<file path="config.mk">
export PLATFORM = sky130hd
export DESIGN_NAME = vec_unit_flat
export DESIGN_NICKNAME = d
export VERILOG_FILES = /design/src/inc/vec_pkg.sv /design/src/inc/vec_link_if.sv /design/src/verilog/vec_unit.sv /design/src/flat_wrapper.sv
export SDC_FILE = /design/constraint.sdc
export NUM_CORES = 2
export LEC_CHECK = 0
export BUFFER_PORTS_ARGS = -buffer_cell sky130_fd_sc_hd__buf_2
export CORE_ASPECT_RATIO = 0.75
export CORE_MARGIN = 8
export CORE_UTILIZATION = 57
export CTS_BUF_LIST = sky130_fd_sc_hd__clkbuf_2 sky130_fd_sc_hd__clkbuf_4 sky130_fd_sc_hd__clkbuf_8
export CTS_CLUSTER_SIZE = 28
export DETAILED_ROUTE_END_ITERATION = 16
export GPL_TIMING_DRIVEN = 0
export PLACE_DENSITY = 0.82
export REMOVE_ABC_BUFFERS = 1
export SLEW_MARGIN = 30
export SYNTH_ARGS = -nofsm -noshare
export SYNTH_HDL_FRONTEND = slang
export SYNTH_SLANG_ARGS = --single-unit
</file>
<file path="constraint.sdc">
create_clock -name CLK -period 7 [get_ports CLK]
set_input_delay 0.35 -clock CLK [delete_from_list [all_inputs] [get_ports CLK]]
set_output_delay 0.35 -clock CLK [all_outputs]
set_load 0.02 [all_outputs]
</file>
<file path="src/inc/vec_pkg.sv">
package vec_pkg;

    localparam int WORD_W     = 64;
    localparam int LEN_W      = 7;
    localparam int CNT_W      = 32;
    localparam int TMR_W      = 8;
    localparam int NREG       = 8;
    localparam int FIFO_DEPTH = 16;

    // Opcodes, octal 145..150
    localparam logic [8:0] OPC_OR     = 9'h065;
    localparam logic [8:0] OPC_MRG_SV = 9'h066;
    localparam logic [8:0] OPC_MRG_VV = 9'h067;
    localparam logic [8:0] OPC_SHL    = 9'h068;

    // Timing in half-clock phases, as printed
    localparam int PH_PER_CLK   = 2;
    localparam int NEXT_PH      = 2;
    localparam int NEXT_VV_PH   = 5;
    localparam int SRC_REL_PH   = 17;
    localparam int LU_DST_PH    = 21;
    localparam int LU_FREE_PH   = 22;
    localparam int SU_DST_PH    = 27;
    localparam int SU_FREE_PH   = 20;
    localparam int DST_BASE_LEN = 1;
    localparam int REL_BASE_LEN = 4;
    localparam int SHIFT_LIMIT  = 64;

    // Phase to whole clocks, rounded up, at least one
    function automatic logic [TMR_W-1:0] ph2clk(input int ph);
        int c;
        c = (ph + PH_PER_CLK - 1) / PH_PER_CLK;
        if (c < 1) begin
            c = 1;
        end
        return TMR_W'(c);
    endfunction : ph2clk

    localparam logic [1:0] NEXT_CLK    = 2'(ph2clk(NEXT_PH));
    localparam logic [1:0] NEXT_VV_CLK = 2'(ph2clk(NEXT_VV_PH));

    typedef enum logic [1:0] {
        OP_OR     = 2'b00,
        OP_MRG_SV = 2'b01,
        OP_MRG_VV = 2'b10,
        OP_SHL    = 2'b11
    } vop_t;

    // Clock count at which an event is due for a given length
    function automatic logic [TMR_W-1:0] deadline(input int ph, input logic [LEN_W-1:0] len,
                                                  input int base);
        logic [TMR_W-1:0] extra;
        extra = (int'(len) > base) ? TMR_W'(int'(len) - base) : '0;
        return ph2clk(ph) + extra;
    endfunction : deadline

endpackage : vec_pkg

</file>
<file path="src/inc/vec_link_if.sv">
`timescale 1ns/1ps
interface vec_link_if;
    import vec_pkg::*;
    // Operation from issue logic
    logic                 op_valid;
    logic                 op_ready;
    vop_t                 op_code;
    logic [LEN_W-1:0]     op_len;
    logic [WORD_W-1:0]    op_scalar;
    logic [WORD_W-1:0]    op_mask;
    logic [CNT_W-1:0]     op_count;
    // Source element pairs
    logic                 src_valid;
    logic                 src_ready;
    logic [WORD_W-1:0]    src_a;
    logic [WORD_W-1:0]    src_b;
    // Result elements
    logic                 res_valid;
    logic                 res_ready;
    logic [WORD_W-1:0]    res_data;
    logic                 res_last;
    // Resource state
    logic                 lu_busy;
    logic                 su_busy;
    logic                 mask_busy;
    logic                 src_release;
    logic                 dst_ready;

    modport unit (
        input  op_valid, op_code, op_len, op_scalar, op_mask, op_count,
        input  src_valid, src_a, src_b, res_ready,
        output op_ready, src_ready, res_valid, res_data, res_last,
        output lu_busy, su_busy, mask_busy, src_release, dst_ready
    );
    modport issue (
        output op_valid, op_code, op_len, op_scalar, op_mask, op_count,
        output src_valid, src_a, src_b, res_ready,
        input  op_ready, src_ready, res_valid, res_data, res_last,
        input  lu_busy, su_busy, mask_busy, src_release, dst_ready
    );
endinterface : vec_link_if

</file>
<file path="src/verilog/vec_unit.sv">
// Notes on behaviour
// - Opcode 145 ORs paired elements into result
// - Process exactly vector-length elements, independently
// - OR issues when regs and unit free
// - OR timing: next 2, dest 21, src 17, unit 22
// - Add clock per element past 1 or 4
// - Opcode 146 merges held scalar by mask
// - Mask consumed from most significant bit
// - Scalar merge issues when scalar, mask copy, regs, unit free
// - Scalar merge timing: dest 21, src 17, unit 22
// - Opcode 147 merges two vectors by mask
// - Vector merge issues when mask copy, regs, unit free
// - Vector merge next instruction at phase 5
// - Opcode 150 shifts elements left, zero fill
// - Count held, unsigned 32-bit, large gives zero
// - Shift issues when count, regs, unit free
// - Shift timing: dest 27, src 17, unit 20
`timescale 1ns/1ps

////////////////////////////////////////////////////////////////////////////////
module vec_fifo #(
    parameter int W     = 64,
    parameter int DEPTH = 16
) (
    input  wire logic         CLK,
    input  wire logic         SYS_RST,
    input  wire logic         IN_VALID,
    output logic              IN_READY,
    input  wire logic [W-1:0] IN_DATA,
    output logic              OUT_VALID,
    input  wire logic         OUT_READY,
    output logic [W-1:0]      OUT_DATA
);
    localparam int AW = $clog2(DEPTH);

    typedef struct packed {
        logic [AW-1:0] wr;
        logic [AW-1:0] rd;
        logic [AW:0]   fill;
    } fifo_state_t;

    fifo_state_t     s_r;
    fifo_state_t     s_nxt;
    logic [W-1:0]    mem [DEPTH];
    logic            push;
    logic            pop;

    assign IN_READY  = (s_r.fill != (AW+1)'(DEPTH));
    assign OUT_VALID = (s_r.fill != '0);
    assign OUT_DATA  = mem[s_r.rd];
    assign push      = IN_VALID && IN_READY;
    assign pop       = OUT_VALID && OUT_READY;

    always_comb begin
        s_nxt = s_r;
        if (push) begin
            s_nxt.wr = (s_r.wr == AW'(DEPTH-1)) ? '0 : s_r.wr + 1'b1;
        end
        if (pop) begin
            s_nxt.rd = (s_r.rd == AW'(DEPTH-1)) ? '0 : s_r.rd + 1'b1;
        end
        s_nxt.fill = s_r.fill + (AW+1)'(push) - (AW+1)'(pop);
    end

    // Storage needs no reset; fill count guards it
    always_ff @(posedge CLK) begin
        if (SYS_RST) begin
            s_r <= '0;
        end else begin
            s_r <= s_nxt;
        end
        if (push) begin
            mem[s_r.wr] <= IN_DATA;
        end
    end
endmodule : vec_fifo

////////////////////////////////////////////////////////////////////////////////
module vec_unit
    import vec_pkg::*;
(
    input  wire logic        CLK,
    input  wire logic        SYS_RST,
    vec_link_if.unit         link,
    output logic             UNIT_ACTIVE,
    output logic [LEN_W-1:0] ELEMS_DONE
);
    import vec_pkg::*;

    typedef enum logic [1:0] {
        ST_IDLE  = 2'b00,
        ST_RUN   = 2'b01,
        ST_DRAIN = 2'b10
    } ust_t;

    typedef struct packed {
        ust_t              st;
        vop_t              op;
        logic [LEN_W-1:0]  len;
        logic [LEN_W-1:0]  taken;
        logic [LEN_W-1:0]  given;
        logic [TMR_W-1:0]  clk_cnt;
        logic [WORD_W-1:0] scalar;
        logic [WORD_W-1:0] mask;
        logic [CNT_W-1:0]  count;
        logic              src_done;
        logic              dst_done;
        logic              src_rel;
        logic              dst_rdy;
    } unit_state_t;

    unit_state_t       s_r;
    unit_state_t       s_nxt;
    logic              take;
    logic              fifo_in_ready;
    logic              fifo_out_valid;
    logic [WORD_W-1:0] fifo_out_data;
    logic [WORD_W-1:0] result;
    logic              is_shift;
    logic [TMR_W-1:0]  dl_src;
    logic [TMR_W-1:0]  dl_dst;
    logic [TMR_W-1:0]  dl_free;

    ////////////////////////////////////////////////////////////////////////////
    // Element datapath
    always_comb begin
        unique case (s_r.op)
            OP_OR:     result = link.src_a | link.src_b;
            OP_MRG_SV: result = s_r.mask[WORD_W-1] ? s_r.scalar : link.src_b;
            OP_MRG_VV: result = s_r.mask[WORD_W-1] ? link.src_a : link.src_b;
            OP_SHL: begin
                // Count of 64 or more leaves nothing but zeros
                if (s_r.count >= CNT_W'(SHIFT_LIMIT)) begin
                    result = '0;
                end else begin
                    result = link.src_a << s_r.count[5:0];
                end
            end
        endcase
    end

    // Source pairs stall while the result buffer is full
    assign take = (s_r.st == ST_RUN) && (s_r.taken != s_r.len)
                  && link.src_valid && fifo_in_ready;
    assign link.src_ready = (s_r.st == ST_RUN) && (s_r.taken != s_r.len) && fifo_in_ready;

    vec_fifo #(
        .W     (WORD_W),
        .DEPTH (FIFO_DEPTH)
    ) u_res_fifo (
        .CLK       (CLK),
        .SYS_RST   (SYS_RST),
        .IN_VALID  (take),
        .IN_READY  (fifo_in_ready),
        .IN_DATA   (result),
        .OUT_VALID (fifo_out_valid),
        .OUT_READY (link.res_ready),
        .OUT_DATA  (fifo_out_data)
    );

    assign link.res_valid = fifo_out_valid;
    assign link.res_data  = fifo_out_data;
    assign link.res_last  = fifo_out_valid && (s_r.given == s_r.len - 1'b1);

    ////////////////////////////////////////////////////////////////////////////
    // Completion deadlines in clocks since the operation was taken
    assign is_shift = (s_r.op == OP_SHL);
    assign dl_src   = deadline(SRC_REL_PH, s_r.len, REL_BASE_LEN);
    assign dl_dst   = is_shift ? deadline(SU_DST_PH, s_r.len, DST_BASE_LEN)
                               : deadline(LU_DST_PH, s_r.len, DST_BASE_LEN);
    assign dl_free  = is_shift ? deadline(SU_FREE_PH, s_r.len, REL_BASE_LEN)
                               : deadline(LU_FREE_PH, s_r.len, REL_BASE_LEN);

    always_comb begin
        s_nxt         = s_r;
        s_nxt.src_rel = 1'b0;
        s_nxt.dst_rdy = 1'b0;
        unique case (s_r.st)
            ST_IDLE: begin
                if (link.op_valid) begin
                    s_nxt.st       = ST_RUN;
                    s_nxt.op       = link.op_code;
                    s_nxt.len      = link.op_len;
                    s_nxt.scalar   = link.op_scalar;
                    s_nxt.mask     = link.op_mask;
                    s_nxt.count    = link.op_count;
                    s_nxt.taken    = '0;
                    s_nxt.given    = '0;
                    s_nxt.clk_cnt  = '0;
                    s_nxt.src_done = 1'b0;
                    s_nxt.dst_done = 1'b0;
                end
            end
            ST_RUN, ST_DRAIN: begin
                if (s_r.clk_cnt != '1) begin
                    s_nxt.clk_cnt = s_r.clk_cnt + 1'b1;
                end
                if (take) begin
                    s_nxt.taken = s_r.taken + 1'b1;
                    s_nxt.mask  = {s_r.mask[WORD_W-2:0], 1'b0};
                end
                if (link.res_valid && link.res_ready) begin
                    s_nxt.given = s_r.given + 1'b1;
                end
                // Release never precedes the data it covers
                if (!s_r.src_done && s_r.clk_cnt >= dl_src - 1'b1
                    && s_r.taken == s_r.len) begin
                    s_nxt.src_done = 1'b1;
                    s_nxt.src_rel  = 1'b1;
                end
                if (!s_r.dst_done && s_r.clk_cnt >= dl_dst - 1'b1
                    && s_r.given == s_r.len) begin
                    s_nxt.dst_done = 1'b1;
                    s_nxt.dst_rdy  = 1'b1;
                end
                if (s_r.taken == s_r.len) begin
                    s_nxt.st = ST_DRAIN;
                end
                if (s_r.st == ST_DRAIN && s_r.src_done && s_r.dst_done
                    && s_r.clk_cnt >= dl_free - 1'b1) begin
                    s_nxt.st = ST_IDLE;
                end
            end
            default: s_nxt.st = ST_IDLE;
        endcase
    end

    always_ff @(posedge CLK) begin
        if (SYS_RST) begin
            s_r <= '0;
        end else begin
            s_r <= s_nxt;
        end
    end

    ////////////////////////////////////////////////////////////////////////////
    // Resource state seen by the issue logic
    assign link.op_ready   = (s_r.st == ST_IDLE);
    assign link.lu_busy    = (s_r.st != ST_IDLE) && !is_shift;
    assign link.su_busy    = (s_r.st != ST_IDLE) && is_shift;
    assign link.mask_busy  = (s_r.st != ST_IDLE)
                             && (s_r.op == OP_MRG_SV || s_r.op == OP_MRG_VV);
    assign link.src_release = s_r.src_rel;
    assign link.dst_ready   = s_r.dst_rdy;
    assign UNIT_ACTIVE      = (s_r.st != ST_IDLE);
    assign ELEMS_DONE       = s_r.given;
endmodule : vec_unit

</file>
<file path="src/flat_wrapper.sv">
// flat-port wrapper written by rule: the top's interface ports become plain ports
module vec_unit_flat import vec_pkg::*;
  (CLK, SYS_RST, UNIT_ACTIVE, ELEMS_DONE, link_op_valid, link_op_code, link_op_len, link_op_scalar, link_op_mask, link_op_count, link_src_valid, link_src_a, link_src_b, link_res_ready, link_op_ready, link_src_ready, link_res_valid, link_res_data, link_res_last, link_lu_busy, link_su_busy, link_mask_busy, link_src_release, link_dst_ready);
  vec_link_if link_i ();
  input  wire logic CLK;
  input  wire logic SYS_RST;
  output logic UNIT_ACTIVE;
  output logic [LEN_W-1:0] ELEMS_DONE;
  input wire logic [$bits(link_i.op_valid)-1:0] link_op_valid;
  input wire logic [$bits(link_i.op_code)-1:0] link_op_code;
  input wire logic [$bits(link_i.op_len)-1:0] link_op_len;
  input wire logic [$bits(link_i.op_scalar)-1:0] link_op_scalar;
  input wire logic [$bits(link_i.op_mask)-1:0] link_op_mask;
  input wire logic [$bits(link_i.op_count)-1:0] link_op_count;
  input wire logic [$bits(link_i.src_valid)-1:0] link_src_valid;
  input wire logic [$bits(link_i.src_a)-1:0] link_src_a;
  input wire logic [$bits(link_i.src_b)-1:0] link_src_b;
  input wire logic [$bits(link_i.res_ready)-1:0] link_res_ready;
  output wire logic [$bits(link_i.op_ready)-1:0] link_op_ready;
  output wire logic [$bits(link_i.src_ready)-1:0] link_src_ready;
  output wire logic [$bits(link_i.res_valid)-1:0] link_res_valid;
  output wire logic [$bits(link_i.res_data)-1:0] link_res_data;
  output wire logic [$bits(link_i.res_last)-1:0] link_res_last;
  output wire logic [$bits(link_i.lu_busy)-1:0] link_lu_busy;
  output wire logic [$bits(link_i.su_busy)-1:0] link_su_busy;
  output wire logic [$bits(link_i.mask_busy)-1:0] link_mask_busy;
  output wire logic [$bits(link_i.src_release)-1:0] link_src_release;
  output wire logic [$bits(link_i.dst_ready)-1:0] link_dst_ready;
  assign link_i.op_valid = link_op_valid;
  assign link_i.op_code = link_op_code;
  assign link_i.op_len = link_op_len;
  assign link_i.op_scalar = link_op_scalar;
  assign link_i.op_mask = link_op_mask;
  assign link_i.op_count = link_op_count;
  assign link_i.src_valid = link_src_valid;
  assign link_i.src_a = link_src_a;
  assign link_i.src_b = link_src_b;
  assign link_i.res_ready = link_res_ready;
  assign link_op_ready = link_i.op_ready;
  assign link_src_ready = link_i.src_ready;
  assign link_res_valid = link_i.res_valid;
  assign link_res_data = link_i.res_data;
  assign link_res_last = link_i.res_last;
  assign link_lu_busy = link_i.lu_busy;
  assign link_su_busy = link_i.su_busy;
  assign link_mask_busy = link_i.mask_busy;
  assign link_src_release = link_i.src_release;
  assign link_dst_ready = link_i.dst_ready;
  vec_unit u_core (.CLK(CLK), .SYS_RST(SYS_RST), .link(link_i), .UNIT_ACTIVE(UNIT_ACTIVE), .ELEMS_DONE(ELEMS_DONE));
endmodule
</file>
==> results.md <==
* Status: finished, final reports clean
* YS warnings at 0
* Die height at 287 µm
* Kind of cell adding the most delay to the critical path: simple AND/OR/NAND/NOR gates
* Max-slew violations at 0
* Mean post-synth cell area at 15.1 µm²
* Synth Instances at 3681
* Critical path cell sequence: ha_1, nor4b_1, nand4_1, nor2_1, nand2_1, nor3_2, buf_4, a221oi_1, nor2_1
* WL/cell at 30.9 µm
* Mux share of post-synthesis cell area at 18.4%
* Post-CTS Setup Repair Bufs at 0
* Vias after detailed routing at 40200
* Pwr Total at 19700 µW
* Core ar. at 97000 µm²
* Asr flop ratio synth at 0%
* Post-Synth XOR/XNOR Area at 1.10%
* Post-synth top flop: edfxtp_1
* Worst skew pair latency at 880 ps
* Routed Antenna Nets at 0
* Main combinational cell family by area after synthesis: multiplexers
* Worst Path Buf+Inv at 1
* Deepest clock path buffer count at 3
* Layout cell share with drive strength beyond 1 at 30.7%
* Reg-to-reg startpoint: u_core.s_r[194]
* Fin nets at 4769
* Most common cell after layout, fill and taps aside: edfxtp_1
* Crit-path max cell delay at 840 ps
* Chip width at 377 µm
* Complex-gate fraction of the synthesized area at 7.63%
* IO Port Bufs at 382
* Simple-Gate Fraction of Synth Area at 6.17%
* Final Cycle Share at 80.9%
* Min cycle time layout at 5670 ps
* Num CTS Buffers at 177
* Initial DRC Count at 6512
* Critical path peak fanout at 22
* Synth Area in Adders at 1.43%
* CTS Root Cell: clkbuf_8
* Crit start category: register
* Worst path depth at 9
* # DRC at 0
* Post-synth top area share at 55.2%
* IO Pins at 383
* First-pass GRT wire length at 262000 µm
* Fin util at 69.3%
* Synthesized flop and latch total at 1238
* Lkg Pwr at 0.0231 µW
* Routed wire length at 183000 µm
* Pwr dens at 292 nW/µm²
* CTS sink count at 1238
* Tightest Pin Transition at 1050 ps
* Max-slew headroom at 27.8%
* Post-synth EDFFs at 1024
* Crit Path Class: reg -> reg
* CTS tree: done
* Worst EP arrival at 6180 ps
* GPL Wtd Cong at 0.976
* Most frequent cells in the layout: 1024 x edfxtp_1, 446 x buf_2, 379 x nand2_1
* Via density at 6.80
* R2r endpoint: u_core.u_res_fifo.mem[1][38]
* Dpl cell area at 61100 µm²
* Cell area after synthesis at 55700 µm²
* RSZ-0062 raised after global routing: no
* Gr usage total at 32.9%
* Slowest-stage cell, CP: ha_1
* Fill count at 5894
* CTS clk-pin slew, worst paths at 80 ps
* Largest net degree at the start of global routing at 107
* 1st-pass router iterations at 9
* Setup tns final at 0 ps
* Synth-to-Final Area Change at 20.8%
* Hold Fails Final Rpt at 0
* CP endpoint kind: register
* Post-layout instance area at 67300 µm²
* Remaining Overflow, GRT at 0
* Largest area contributor in the netlist: edfxtp_1
* Crit path to: u_core.u_res_fifo.mem[1][38]
* Max cap viols at 0
* Post-synth cell types at 77
* Number of setup violations in the final report at 0
* DP Wirelength at 120000 µm
* Required @ worst endpoint at 7510 ps
* Sequential element share of the synthesized area at 62.9%
* Peak Freq at 176 MHz
* Hold path depth at 3
* Worst min path class: in -> reg
* Fin Clk Skew at 57.3 ps
* Die area at 108000 µm²
* H-tree Lvls at 4
* CP dominant cell by count: nor2_1
* Register-to-Register Path Depth at 9
* Vias in the first global route at 39900
* CTS resizes at 0
* Starting Density at 57.4%
* Initial antenna violation count at 51
* Largest cells by area after synthesis: edfxtp_1 55%, mux4_2 15%, dfxtp_1 7.7%, nand2_1 2.6%, mux2i_1 2.6%
* Row Count at 99
* Maximum VDD drop at 231 µV
* Setup crit start: u_core.s_r[194]
* R2r setup slk at 1330 ps
## timing repair
item                                   4_1_cts  5_1_grt
setup endpoints to repair                    0        0
endpoints found under the hold margin      180        0
hold buffers                               227        0
## flip-flops by register name, indices dropped and copies added, names as in the netlist, named ones only
signal                   flops
u_core.ELEMS_DONE            7
u_core.link.dst_ready        1
u_core.link.src_release      1
u_core.s_r                 188
u_core.u_res_fifo.mem     1024
u_core.u_res_fifo.s_r       13
## area by class of cell
type,instances,area [µm²],area share (%)
Inverter,44,185,0.275
Sequential cell,1238,35100,52.1
Multi-Input combinational cell,2129,19600,29.2
Antenna cell,40,100,0.149
Tap cell,1313,1640,2.44
Timing Repair Buffer,814,6870,10.2
Clock inverter,73,582,0.865
Clock buffer,256,3150,4.69
## power by group
group	internal, µW	switching (µW)	total [µW]
clock network	3180	2860	6040
logic	2070	2840	4910
registers	8470	233	8700
## how the worst min path moves through the flow
stage,start,end
after floorplan,SYS_RST,u_core.u_res_fifo.s_r[1]
after global placement,u_core.s_r[163],u_core.s_r[163]
after detailed placement,u_core.s_r[33],u_core.s_r[33]
after CTS,link_src_b[3],u_core.u_res_fifo.mem[1][3]
after global routing,link_src_b[59],u_core.u_res_fifo.mem[8][59]
final,link_src_b[25],u_core.u_res_fifo.mem[10][25]
## cells in the mapped netlist, types with 38 or more instances
master / count
edfxtp_1: 1024
nand2_1: 380
mux4_2: 369
a21oi_1: 238
dfxtp_1: 214
nor2_1: 209
clkbuf_1: 177
mux2i_1: 142
a211oi_1: 81
a22oi_1: 66
ha_1: 62
o21ai_0: 59
nor3_1: 52
buf_1: 46
mux2_2: 45
xnor2_1: 38
## worst register-to-register path: stages (launching register included)
cell and delay, ps:
dfxtp_1 450, ha_1 840, nor4b_1 330, nand4_1 670, nor2_1 830, nand2_1 580
nor3_2 380, buf_4 250, a221oi_1 190, nor2_1 810
## cells by family after synthesis
kind of cell               count (synthesis)
xor gates and xnor gates                  70
DFF                                     1238
and+or+nand+nor                          795
adders and majority gates                 63
muxes                                    556
buffers and inverters                    314
AOI/OAI and AO/OA                        645
## per-layer routing
metal	vias to the layer above	part of all wire [%]	track usage (%)
li1	16100	-	-
met1	19700	33	41.2
met2	3556	45	50.0
met3	829	15	11.9
met4	32	6.2	18.6
met5	-	0.11	0
## per-stage QoR
| step | setup WS (ps) | instances | hold WS, ps |
|---|---|---|---|
| 4_1_cts | 1590 | 5867 | 44.2 |
| 6_report | 1330 | 5907 | 131 |
| 2_1_floorplan | -5000 | 3411 | 417 |
| 5_1_grt | 1110 | 5891 | 83.3 |
| 3_3_place_gp | -10120 | 5106 | 443 |
| 3_5_place_dp | 1770 | 5311 | 448 |
No activity file was read; power rests on OpenSTA's default activity.
